==> config.mk <==
export PLATFORM = sky130hd
export DESIGN_NAME = dmm_mixer
export DESIGN_NICKNAME = d
export VERILOG_FILES = /design/src/hdl/dmm_pkg.sv /design/src/hdl/dmm_mixer.sv
export SDC_FILE = /design/constraint.sdc
export NUM_CORES = 2
export LEC_CHECK = 0
export ABC_AREA = 1
export ABC_CLOCK_PERIOD_IN_PS = 8300
export BUFFER_PORTS_ARGS = -buffer_cell sky130_fd_sc_hd__buf_4
export CAP_MARGIN = 10
export CORE_ASPECT_RATIO = 0.8
export CORE_UTILIZATION = 45
export DETAILED_ROUTE_END_ITERATION = 12
export GPL_TIMING_DRIVEN = 0
export PLACE_DENSITY = 0.58
export SETUP_SLACK_MARGIN = 0.1
export SYNTH_ARGS = -nofsm -noshare
export SYNTH_HDL_FRONTEND = slang
export SYNTH_SLANG_ARGS = --single-unit
export TNS_END_PERCENT = 20
==> constraint.sdc <==
create_clock -name clk_i -period 8.3 [get_ports clk_i]
set_clock_uncertainty 0.2 [all_clocks]
set_input_delay 0.83 -clock clk_i [delete_from_list [all_inputs] [get_ports clk_i]]
set_output_delay 0.83 -clock clk_i [all_outputs]
set_load 0.1 [all_outputs]
==> src/hdl/dmm_pkg.sv <==
// Shared widths, timing figures and control carrier for the dual multiply-accumulate mixer
package dmm_pkg;

  ////////////////////////////////////////////////////////////////////////////
  // Data widths
  localparam int OP_W    = 12;               // Operand width
  localparam int PROD_W  = 24;               // Full product width
  localparam int ACC_W   = 24;               // Accumulator width
  localparam int CHAIN_W = 16;               // Chain input width
  localparam int RES_W   = 16;               // Result word width
  localparam int TAP_W   = 4;                // Tap select width
  localparam int N_OPS   = 4;                // Operands a, b, c, d

  ////////////////////////////////////////////////////////////////////////////
  // Structure and field positions
  localparam int STK_DEPTH = 16;             // Stages per delay stack
  localparam int CHAIN_DLY = 3;              // Chain alignment registers
  localparam int CTL_DEPTH = 5;              // Control pipeline stages
  localparam int UPPER_LSB = 8;              // Lowest bit of the upper word
  localparam int RND_BIT   = 7;              // Half-LSB of the upper word

  ////////////////////////////////////////////////////////////////////////////
  // Reset values and constants
  localparam logic [RES_W-1:0] RES_RST = 16'h0000;         // Result after reset
  localparam logic [ACC_W-1:0] RND_ONE = 24'h000080;       // One at the round bit
  localparam logic [CHAIN_W-1:0] CHAIN_ZERO = 16'h0000;    // Gated chain value

  ////////////////////////////////////////////////////////////////////////////
  // Timing
  localparam int CLK_PERIOD_NS = 20;         // 50 MHz clock

  ////////////////////////////////////////////////////////////////////////////
  // Control word that travels alongside the data
  typedef struct packed {
    logic neg_ab;                            // Negate product a*b
    logic neg_cd;                            // Negate product c*d
    logic cont;                              // Keep accumulating
    logic rnd;                               // Round request
    logic bypass;                            // Chain skips alignment
    logic upper;                             // Upper word to result
  } dmm_ctl_t;

  localparam dmm_ctl_t CTL_RST = '0;         // Control pipeline after reset

endpackage : dmm_pkg

==> src/hdl/dmm_mixer.sv <==
// Dual multiply-accumulate mixer datapath with delay stacks and three-state result
//
// How it works
// RULE1: all state updates on rising clock only; reset clears the control pipeline and result stage asynchronously here
// RULE2: four 12-bit operands registered every edge
// RULE3: input register enters stack top next clock
// RULE4: 16-bit chain input registered every edge
// RULE5: push gate low pushes and shifts stack
// RULE6: push gate high holds stack, drops input
// RULE7: tap code selects stage, 0 to 15
// RULE8: driver must initialise taps and stacks
// RULE9: invert controls negate products, subtracting them
// RULE10: negate acts on same-cycle operands, taps zero
// RULE11: chain gate low adds chain, high ignores
// RULE12: chain delayed three clocks to align
// RULE13: bypass skips the three chain delays
// RULE14: continue low restarts with current sum
// RULE15: continue high adds sum to total
// RULE16: round only in first accumulation cycle
// RULE17: upper select loads upper word each cycle
// RULE18: select low alternates lower, holds results
// RULE19: result carries upper or lower word
// RULE20: drive gate low drives pins, else released
// RULE21: drive gate acts without clocking
// RULE22: two 12x12 multipliers feed 24-bit accumulator
// RULE23: controls pipelined to match their data
// RULE24: rounding adds one below upper word
// RULE25: all values signed, sign extended
`timescale 1ns/100ps

module dmm_mixer #(
  parameter int OP_W      = dmm_pkg::OP_W,       // Operand width
  parameter int STK_DEPTH = dmm_pkg::STK_DEPTH   // Stack depth
) (
  // Clock and reset
  input  wire logic                         clk_i,
  input  wire logic                         rstn_i,
  // Operands
  input  wire logic [OP_W-1:0]              operand_a_i,
  input  wire logic [OP_W-1:0]              operand_b_i,
  input  wire logic [OP_W-1:0]              operand_c_i,
  input  wire logic [OP_W-1:0]              operand_d_i,
  // Stack control, index 0..3 = a..d
  input  wire logic [dmm_pkg::N_OPS-1:0]    stack_push_gate_n_i,
  input  wire logic [dmm_pkg::N_OPS-1:0][dmm_pkg::TAP_W-1:0] tap_select_i,
  // Chain input
  input  wire logic [dmm_pkg::CHAIN_W-1:0]  chain_in_port_i,
  input  wire logic                         chain_gate_n_i,
  input  wire logic                         chain_align_bypass_i,
  // Arithmetic controls
  input  wire logic                         product_invert_ab_i,
  input  wire logic                         product_invert_cd_i,
  input  wire logic                         sum_continue_i,
  input  wire logic                         round_request_i,
  input  wire logic                         upper_word_select_i,
  // Result pins
  input  wire logic                         pin_drive_gate_n_i,
  output logic      [dmm_pkg::RES_W-1:0]    result_out_o,
  output logic                              result_oe_o
);

  ////////////////////////////////////////////////////////////////////////////
  // Declarations
  localparam int NOPS = dmm_pkg::N_OPS;
  localparam int AW   = dmm_pkg::ACC_W;
  localparam int CW   = dmm_pkg::CHAIN_W;

  logic [NOPS-1:0][OP_W-1:0]     in_r;       // Operand input registers
  logic [NOPS-1:0]               gate_n_r;   // Push gates, with their data
  logic [NOPS-1:0][dmm_pkg::TAP_W-1:0] tap_r; // Registered tap selects
  logic [OP_W-1:0]               stk_r [NOPS][STK_DEPTH]; // Delay stacks
  logic [NOPS-1:0][OP_W-1:0]     tap_out;    // Selected stage per operand
  logic signed [AW-1:0]          op_ext [NOPS]; // Tapped operands, sign extended
  logic signed [AW-1:0]          prod_ab_r;  // Product a*b
  logic signed [AW-1:0]          prod_cd_r;  // Product c*d
  logic signed [AW-1:0]          sum_r;      // Signed sum of products
  logic signed [AW-1:0]          sum_nxt;
  logic [CW-1:0]                 chain_r;    // Chain input register
  logic [CW-1:0]                 chn_d_r [dmm_pkg::CHAIN_DLY]; // Alignment delays
  logic signed [AW-1:0]          chain_ext;  // Selected chain, sign extended
  logic signed [AW-1:0]          acc_r;      // Accumulator
  logic signed [AW-1:0]          acc_nxt;
  logic [AW-1:0]                 hold_r;     // Frozen accumulator for lower reads
  logic                          phase_r;    // High when lower word is due
  dmm_pkg::dmm_ctl_t             ctl_in;     // Controls as presented
  dmm_pkg::dmm_ctl_t             ctl_p [1:dmm_pkg::CTL_DEPTH]; // Control pipeline

  ////////////////////////////////////////////////////////////////////////////
  // Input capture; the data path carries no reset, as in the device
  // Taps are registered too, so a new code acts one cycle later
  always_ff @(posedge clk_i) begin                                         // RULE1
    in_r     <= {operand_d_i, operand_c_i, operand_b_i, operand_a_i};    // RULE2
    gate_n_r <= stack_push_gate_n_i;                                       // RULE23
    tap_r    <= tap_select_i;                                             // RULE7
    // Gated chain reads as zero so it adds nothing
    chain_r  <= chain_gate_n_i ? dmm_pkg::CHAIN_ZERO : chain_in_port_i;   // RULE4 RULE11
  end

  ////////////////////////////////////////////////////////////////////////////
  // Delay stacks; contents are unknown until the driver fills them
  always_ff @(posedge clk_i) begin                                         // RULE8
    for (int k = 0; k < NOPS; k++) begin
      // Low gate pushes; high gate holds and the input is dropped
      if (!gate_n_r[k]) begin                                              // RULE5 RULE6
        stk_r[k][0] <= in_r[k];                                            // RULE3
        for (int s = 1; s < STK_DEPTH; s++) begin
          stk_r[k][s] <= stk_r[k][s-1];
        end
      end
    end
  end

  // Tap mux: code zero is the newest stage, one cycle behind the input
  // A tap deeper than the pushes so far reads stale or unknown words
  always_comb begin
    for (int k = 0; k < NOPS; k++) begin
      tap_out[k] = stk_r[k][tap_r[k]];                                     // RULE7
    end
  end

  ////////////////////////////////////////////////////////////////////////////
  // Control pipeline, matched so taps at zero keep controls with data
  // Reset clears controls and the result stage only; other data path words stay unknown until filled
  assign ctl_in = '{neg_ab: product_invert_ab_i, neg_cd: product_invert_cd_i,
                    cont: sum_continue_i, rnd: round_request_i,
                    bypass: chain_align_bypass_i, upper: upper_word_select_i};

  always_ff @(posedge clk_i or negedge rstn_i) begin
    if (!rstn_i) begin
      for (int i = 1; i <= dmm_pkg::CTL_DEPTH; i++) begin
        ctl_p[i] <= dmm_pkg::CTL_RST;
      end
    end else begin
      ctl_p[1] <= ctl_in;                                                  // RULE23
      for (int i = 2; i <= dmm_pkg::CTL_DEPTH; i++) begin
        ctl_p[i] <= ctl_p[i-1];
      end
    end
  end

  ////////////////////////////////////////////////////////////////////////////
  // Widen first: a product of two 12-bit terms needs all 24 bits
  always_comb begin
    for (int k = 0; k < NOPS; k++) begin
      op_ext[k] = AW'($signed(tap_out[k]));                                // RULE25
    end
  end

  // Two signed 12x12 multipliers, registered; 24 bits hold any product
  always_ff @(posedge clk_i) begin
    prod_ab_r <= op_ext[0] * op_ext[1];                                    // RULE22
    prod_cd_r <= op_ext[2] * op_ext[3];                                    // RULE22
  end

  // Negation turns each product into a subtraction
  always_comb begin
    sum_nxt = '0;
    sum_nxt = ctl_p[3].neg_ab ? sum_nxt - prod_ab_r : sum_nxt + prod_ab_r; // RULE9 RULE10
    sum_nxt = ctl_p[3].neg_cd ? sum_nxt - prod_cd_r : sum_nxt + prod_cd_r; // RULE9 RULE10
  end

  always_ff @(posedge clk_i) begin
    sum_r <= sum_nxt;
  end

  ////////////////////////////////////////////////////////////////////////////
  // Chain alignment: three delays, or skipped for device-to-device chaining
  // Gating happens before the delays, so a gated word stays zero throughout
  always_ff @(posedge clk_i) begin
    chn_d_r[0] <= chain_r;                                                 // RULE12
    for (int i = 1; i < dmm_pkg::CHAIN_DLY; i++) begin
      chn_d_r[i] <= chn_d_r[i-1];
    end
  end

  // Bypass trades alignment for less latency through the chain
  assign chain_ext = ctl_p[4].bypass
                   ? AW'($signed(chain_r))                                 // RULE13 RULE25
                   : AW'($signed(chn_d_r[dmm_pkg::CHAIN_DLY-1]));          // RULE12 RULE25

  ////////////////////////////////////////////////////////////////////////////
  // Accumulator; rounding only on a restart so errors never pile up
  // Wraps at 24 bits: long runs of large products overflow silently
  always_comb begin
    acc_nxt = sum_r + chain_ext;
    if (ctl_p[4].rnd && !ctl_p[4].cont) begin                              // RULE16
      acc_nxt = acc_nxt + $signed(dmm_pkg::RND_ONE);                       // RULE24
    end
    if (ctl_p[4].cont) begin
      acc_nxt = acc_nxt + acc_r;                                           // RULE15
    end                                                                    // RULE14
  end

  always_ff @(posedge clk_i) begin
    acc_r <= acc_nxt;
  end

  ////////////////////////////////////////////////////////////////////////////
  // Result register: upper word each cycle, or alternating frozen words
  // Lower reads come from a frozen copy so both halves belong together
  always_ff @(posedge clk_i or negedge rstn_i) begin
    if (!rstn_i) begin
      result_out_o <= dmm_pkg::RES_RST;
      hold_r       <= '0;
      phase_r      <= 1'b1;
    end else if (ctl_p[5].upper) begin
      result_out_o <= acc_r[AW-1:dmm_pkg::UPPER_LSB];                      // RULE17 RULE19
      hold_r       <= acc_r;
      phase_r      <= 1'b1;
    end else begin
      // No new result is taken while the select stays low
      result_out_o <= phase_r ? hold_r[dmm_pkg::RES_W-1:0]                 // RULE18 RULE19
                              : hold_r[AW-1:dmm_pkg::UPPER_LSB];
      phase_r      <= !phase_r;
    end
  end

  // Drive enable bypasses every register so the pins release at once
  assign result_oe_o = !pin_drive_gate_n_i;                                // RULE20 RULE21

  ////////////////////////////////////////////////////////////////////////////
  // Checks
  property p_cap_a;
    @(posedge clk_i) disable iff (!rstn_i)
      1'b1 |=> in_r[0] == $past(operand_a_i);
  endproperty
  a_cap_a: assert property (p_cap_a) else $error("operand a not captured"); // RULE2

  property p_push_path;
    @(posedge clk_i) disable iff (!rstn_i)
      !stack_push_gate_n_i[1] |-> ##2 stk_r[1][0] == $past(operand_b_i, 2);
  endproperty
  a_push_path: assert property (p_push_path) else $error("push lost data"); // RULE3

  property p_push_shift;
    @(posedge clk_i) disable iff (!rstn_i)
      !gate_n_r[2] |=> stk_r[2][STK_DEPTH-1] == $past(stk_r[2][STK_DEPTH-2]);
  endproperty
  a_push_shift: assert property (p_push_shift) else $error("stack not shifted"); // RULE5

  property p_hold;
    @(posedge clk_i) disable iff (!rstn_i)
      gate_n_r[3] |=> stk_r[3][0] == $past(stk_r[3][0])
                   && stk_r[3][5] == $past(stk_r[3][5]);
  endproperty
  a_hold: assert property (p_hold) else $error("held stack changed"); // RULE6

  property p_tap_deep;
    @(posedge clk_i) disable iff (!rstn_i)
      tap_select_i[0] == 4'hF ##1 1'b1 |-> tap_out[0] == stk_r[0][STK_DEPTH-1];
  endproperty
  a_tap_deep: assert property (p_tap_deep) else $error("tap 15 wrong stage"); // RULE7

  property p_chain_gate;
    @(posedge clk_i) disable iff (!rstn_i)
      chain_gate_n_i |=> chain_r == dmm_pkg::CHAIN_ZERO;
  endproperty
  a_chain_gate: assert property (p_chain_gate) else $error("gated chain used"); // RULE11

  property p_chain_delay;
    @(posedge clk_i) disable iff (!rstn_i)
      1'b1 |-> ##3 chn_d_r[dmm_pkg::CHAIN_DLY-1] == $past(chain_r, 3);
  endproperty
  a_chain_delay: assert property (p_chain_delay) else $error("chain delay not 3"); // RULE12

  property p_restart;
    @(posedge clk_i) disable iff (!rstn_i)
      !ctl_p[4].cont && !ctl_p[4].rnd |=> acc_r == $past(sum_r) + $past(chain_ext);
  endproperty
  a_restart: assert property (p_restart) else $error("total not cleared"); // RULE14

  property p_round;
    @(posedge clk_i) disable iff (!rstn_i)
      ctl_p[4].rnd && !ctl_p[4].cont
        |=> acc_r == $past(sum_r) + $past(chain_ext) + $signed(dmm_pkg::RND_ONE);
  endproperty
  a_round: assert property (p_round) else $error("round not applied"); // RULE16

  property p_upper;
    @(posedge clk_i) disable iff (!rstn_i)
      upper_word_select_i |-> ##6 result_out_o == $past(acc_r[AW-1:8]);
  endproperty
  a_upper: assert property (p_upper) else $error("upper word not shown"); // RULE17

  property p_lower_alt;
    @(posedge clk_i) disable iff (!rstn_i)
      ctl_p[5].upper ##1 !ctl_p[5].upper
        |=> result_out_o == $past(hold_r[dmm_pkg::RES_W-1:0]) && hold_r == $past(hold_r);
  endproperty
  a_lower_alt: assert property (p_lower_alt) else $error("lower word order wrong"); // RULE18

  property p_drive;
    @(posedge clk_i) disable iff (!rstn_i)
      1'b1 |-> result_oe_o == !pin_drive_gate_n_i;
  endproperty
  a_drive: assert property (p_drive) else $error("drive gate not obeyed"); // RULE20

  ////////////////////////////////////////////////////////////////////////////
  // Arithmetic and alignment checks
  property p_neg_ab;
    @(posedge clk_i) disable iff (!rstn_i)
      ctl_p[3].neg_ab && !ctl_p[3].neg_cd |=> sum_r == $past(prod_cd_r) - $past(prod_ab_r);
  endproperty
  a_neg_ab: assert property (p_neg_ab) else $error("product not negated"); // RULE9

  property p_accum;
    @(posedge clk_i) disable iff (!rstn_i)
      ctl_p[4].cont |=> acc_r == $past(acc_r) + $past(sum_r) + $past(chain_ext);
  endproperty
  a_accum: assert property (p_accum) else $error("sum not accumulated"); // RULE15

  property p_bypass;
    @(posedge clk_i) disable iff (!rstn_i)
      ctl_p[4].bypass |-> chain_ext[CW-1:0] == chain_r;
  endproperty
  a_bypass: assert property (p_bypass) else $error("bypass not taken"); // RULE13

  property p_chain_cap;
    @(posedge clk_i) disable iff (!rstn_i)
      !chain_gate_n_i |=> chain_r == $past(chain_in_port_i);
  endproperty
  a_chain_cap: assert property (p_chain_cap) else $error("chain not captured"); // RULE4

  property p_ctl_align;
    @(posedge clk_i) disable iff (!rstn_i)
      1'b1 |-> ##4 ctl_p[4] == $past(ctl_in, 4);
  endproperty
  a_ctl_align: assert property (p_ctl_align) else $error("control pipe misaligned"); // RULE23

  property p_tap_zero;
    @(posedge clk_i) disable iff (!rstn_i)
      tap_r[1] == 4'h0 |-> tap_out[1] == stk_r[1][0];
  endproperty
  a_tap_zero: assert property (p_tap_zero) else $error("tap 0 wrong stage"); // RULE7

  property p_phase;
    @(posedge clk_i) disable iff (!rstn_i)
      !ctl_p[5].upper |=> phase_r != $past(phase_r);
  endproperty
  a_phase: assert property (p_phase) else $error("word phase not toggled"); // RULE18

endmodule : dmm_mixer

==> impl_results.md <==
* Worst hold slack at roughly 110 ps
* Register area at 29,200 um2
* Mapped cell area at 54,200 um2
* Vias in the first global route at 34,800
* Post-CTS sizing at 0
* Max_slew headroom at between 30% and 40%
* Post-route setup TNS at 0 ps
* Final net count at 5,757
* Post-synthesis cell count at 4,912
* Combinational share of power at 54.1%
* Routed length per placed instance at 17.9 um
* PortBufs at 109
* Final period utilization at 89.0%
* Int Pwr at 0.0148 W
* Final min period at 7390 ps
* Leak at 26.9 nW
* Yosys warns at 0
* Placed cells at 6,635
* Startpoint Class: flop
* DIE AREA at 122,000 um2
* DRT Pass-1 Iters at 5
* CTS Sinks at 1,060
* Max capacitance violation total at 0
* Syn_area_per_cell at about 11 um2
* Synth area leader: edfxtp_1
* Max Root-Sink Buffers at 3
* Synth unique cells at 52
* Critical Path AT at 7780 ps
* Flops & latches, synth at 1,060
* H-tree levels at 3
* Synth top area share at 42.6%
* Pwr/cell area at roughly 420 nW/um2
* Initial DRC count at 3,355
* CTS buffer count at 108
* Antenna cells at 0
* Number of setup buffers added after CTS at 0
* Largest net degree at the start of global routing at 135
* Clock transition at the registers of the reported paths at around 60 ps
* Post-DRT Antenna Nets at 0
* VDD IR max at 0.618 mV
* Crit path max fanout at 10
* Final slew viol count at 0
* Number of vias per cell at 5.14
* Hpwl dp at 87,100 um
* Switching Power at 0.0111 W
* Kind of end point of the critical path: flop
* Die W at 390 um
* Post-CTS Hold Fix Bufs at 75
* CTS tree: yes
* Vias at about 36,000
* Total grt overflow at 0
* Status: complete, no violations
* Register area share after synthesis at 53.9%
* Sw Ratio at 42.8%
* Final setup violation count at 0
* Initial core utilization at 45.5%
* Die Span Y at 312 um
* Final wirelength at 124,000 um
* Clock power frac at 19.3%
* Fill cells at 10,600
* Worst EP required at 8690 ps
* Global-route usage over all layers at 20.6%
* Final cell count without fillers at 6,914
* Worst slew pin tran at 1020 ps
* Share of layout cells above drive strength 1 at approximately 8.5%
* Initial antenna violation count at 0
* Area of the multi-input gates at 20,900 um2
* Synth area leaders: edfxtp_1 43%, fa_1 10%, dfxtp_1 8.4%
* Layout area overhead at 13.6%
* Core area at 119,000 um2
* Placer Congestion at 0.863
* RSZ-0062 raised after global routing: no
* DRC at 0
* CP Class: flop to flop
* Clock root cell: clkbuf_16
* Flop pwr share at 26.6%
* I/O pins at 111
* Row count at 113
* Worst hold-check path type: primary input to flop
* Post-Syn Nets at between 5,000 and 6,000
* Hold Vio Cnt, Final at 0
* First-pass GRT wire length at 197,000 um
* Fmax at 0.135 GHz
* Insertion delay to the later sink of the worst-skew pair at 750 ps
[cells in the final DEF (no fill, tap or decap), types with 9 or more instances in the layout]
cell type	instances
nand3_1	139
clkinv_1	14
buf_4	116
edfxtp_1	768
a21oi_1	303
dlygate4sd3_1	75
nand2_1	695
nor2_1	155
o21ai_0	338
clkbuf_1	123
dfrtp_1	63
dfxtp_1	228
nor3_1	20
clkbuf_16	111
o21ai_1	9
buf_1	15
o211ai_1	196
xor2_1	93
clkbuf_8	21
mux2i_1	192
inv_1	845
nand4_1	19
xnor2_1	50
ha_1	174
buf_2	88
o21bai_1	10
mux2_2	24
nand2_2	17
fa_1	279
[path summary, 6_finish.rpt]
kind	startpoint	end	slack, ps	cells past startpoint
setup / recovery	tap_r[12]	prod_cd_r[23]	910	24
hold / removal	chain_in_port_i[1]	chain_r[1]	110	3
setup reg to reg	tap_r[12]	prod_cd_r[23]	910	24
hold reg to reg	chn_d_r[0][30]	chn_d_r[0][46]	120	0
max in group asynchronous	rstn_i	ctl_p[17]	6830	2
min in group asynchronous	rstn_i	hold_r[5]	540	2
[per-stage QoR]
stage | util (%) | setup slack, ps | instance area (um2) | power, W
final | 51.7 | 912 | 61600 | 0.0259
after global routing | 51.7 | 511 | 61600 | 0.0283
after CTS | 51.7 | 950 | 61600 | 0.0261
after detailed placement | 48.0 | 1020 | 57200 | 0.0209
after global placement | 47.9 | 1080 | 57000 | 0.0208
after floorplan | - | 2480 | 54200 | 0.0177
[cells in the mapped netlist (all sizes together)]
| library cell | n |
|---|---|
| a211oi | 2 |
| a21boi | 3 |
| a21o | 8 |
| a21oi | 305 |
| a221oi | 1 |
| a31oi | 8 |
| and2 | 4 |
| and3 | 1 |
| buf | 110 |
| clkbuf | 87 |
| clkinv | 5 |
| dfrtp | 63 |
| dfstp | 1 |
| dfxtp | 228 |
| edfxtp | 768 |
| fa | 279 |
| ha | 174 |
| inv | 857 |
| mux2 | 24 |
| mux2i | 192 |
| nand2 | 712 |
| nand3 | 145 |
| nand3b | 3 |
| nand4 | 19 |
| nor2 | 167 |
| nor3 | 25 |
| nor4 | 4 |
| o211ai | 196 |
| o21a | 5 |
| o21ai | 349 |
| o21bai | 10 |
| o311ai | 2 |
| o31ai | 9 |
| or2 | 3 |
| xnor2 | 50 |
| xor2 | 93 |
[area by class of cell]
type	count	share of cell area [%]
sequential	1060	47.5
multi-input combinational	2793	33.9
inverter	862	5.30
clock buffer	169	5.21
tap	1610	3.27
timing repair buffer	188	2.73
buffer	197	1.42
clock inverter	35	0.738
[flip-flops by register name, indices dropped and copies added (netlist names), 4 cells and up]
signal and flops:
prod_ab_r 24, chain_r 16, chn_d_r 48, hold_r 24
prod_cd_r 24, result_out_o 16, tap_r 16, stk_r 768
acc_r 24, in_r 48, gate_n_r 4, ctl_p 23
sum_r 24
[worst max-delay path: stages (launching register included)]
cell,delay [ps]
dfxtp_1,310
buf_2,200
buf_4,210
clkbuf_1,640
a21oi_1,150
o21ai_0,120
o211ai_1,120
o211ai_1,180
nand2_1,180
buf_2,240
nand2_1,200
fa_1,530
fa_1,610
inv_1,110
fa_1,540
inv_1,50
fa_1,450
fa_1,490
inv_1,40
ha_1,400
inv_1,110
nor3_1,380
nand2_1,80
o311ai_0,580
xor2_1,140
[kinds of logic after synthesis]
group,count (synthesis),share of synthesized area [%]
AOI/OAI and AO/OA,898,9.44
xor gates and xnor gates,143,2.31
adders and majority gates,453,14.3
buffers and inverters,1059,7.59
DFF,1060,53.9
muxes,216,4.04
and+or+nand+nor,1083,8.36
[per-layer routing]
| metal | track usage [%] | vias to the layer above | share of wire [%] |
|---|---|---|---|
| met5 | 0 | - | 0 |
| met4 | 4.53 | 0 | 1.7 |
| met3 | 4.08 | 143 | 6.7 |
| met2 | 29.2 | 1031 | 42 |
| met1 | 32.4 | 17400 | 50 |
| li1 | - | 17000 | - |
[power by group through the flow]
stage | combinational, W | clock, W | sequential (W)
floorplan | 0.0106 | 0 | 0.00709
global placement | 0.0138 | 0 | 0.00702
detailed placement | 0.0139 | 0 | 0.00699
CTS | 0.0140 | 0.00513 | 0.00689
global route | 0.0160 | 0.00533 | 0.00695
finish | 0.0140 | 0.00498 | 0.00688
Note: power is estimated with default switching activity, not from simulation.
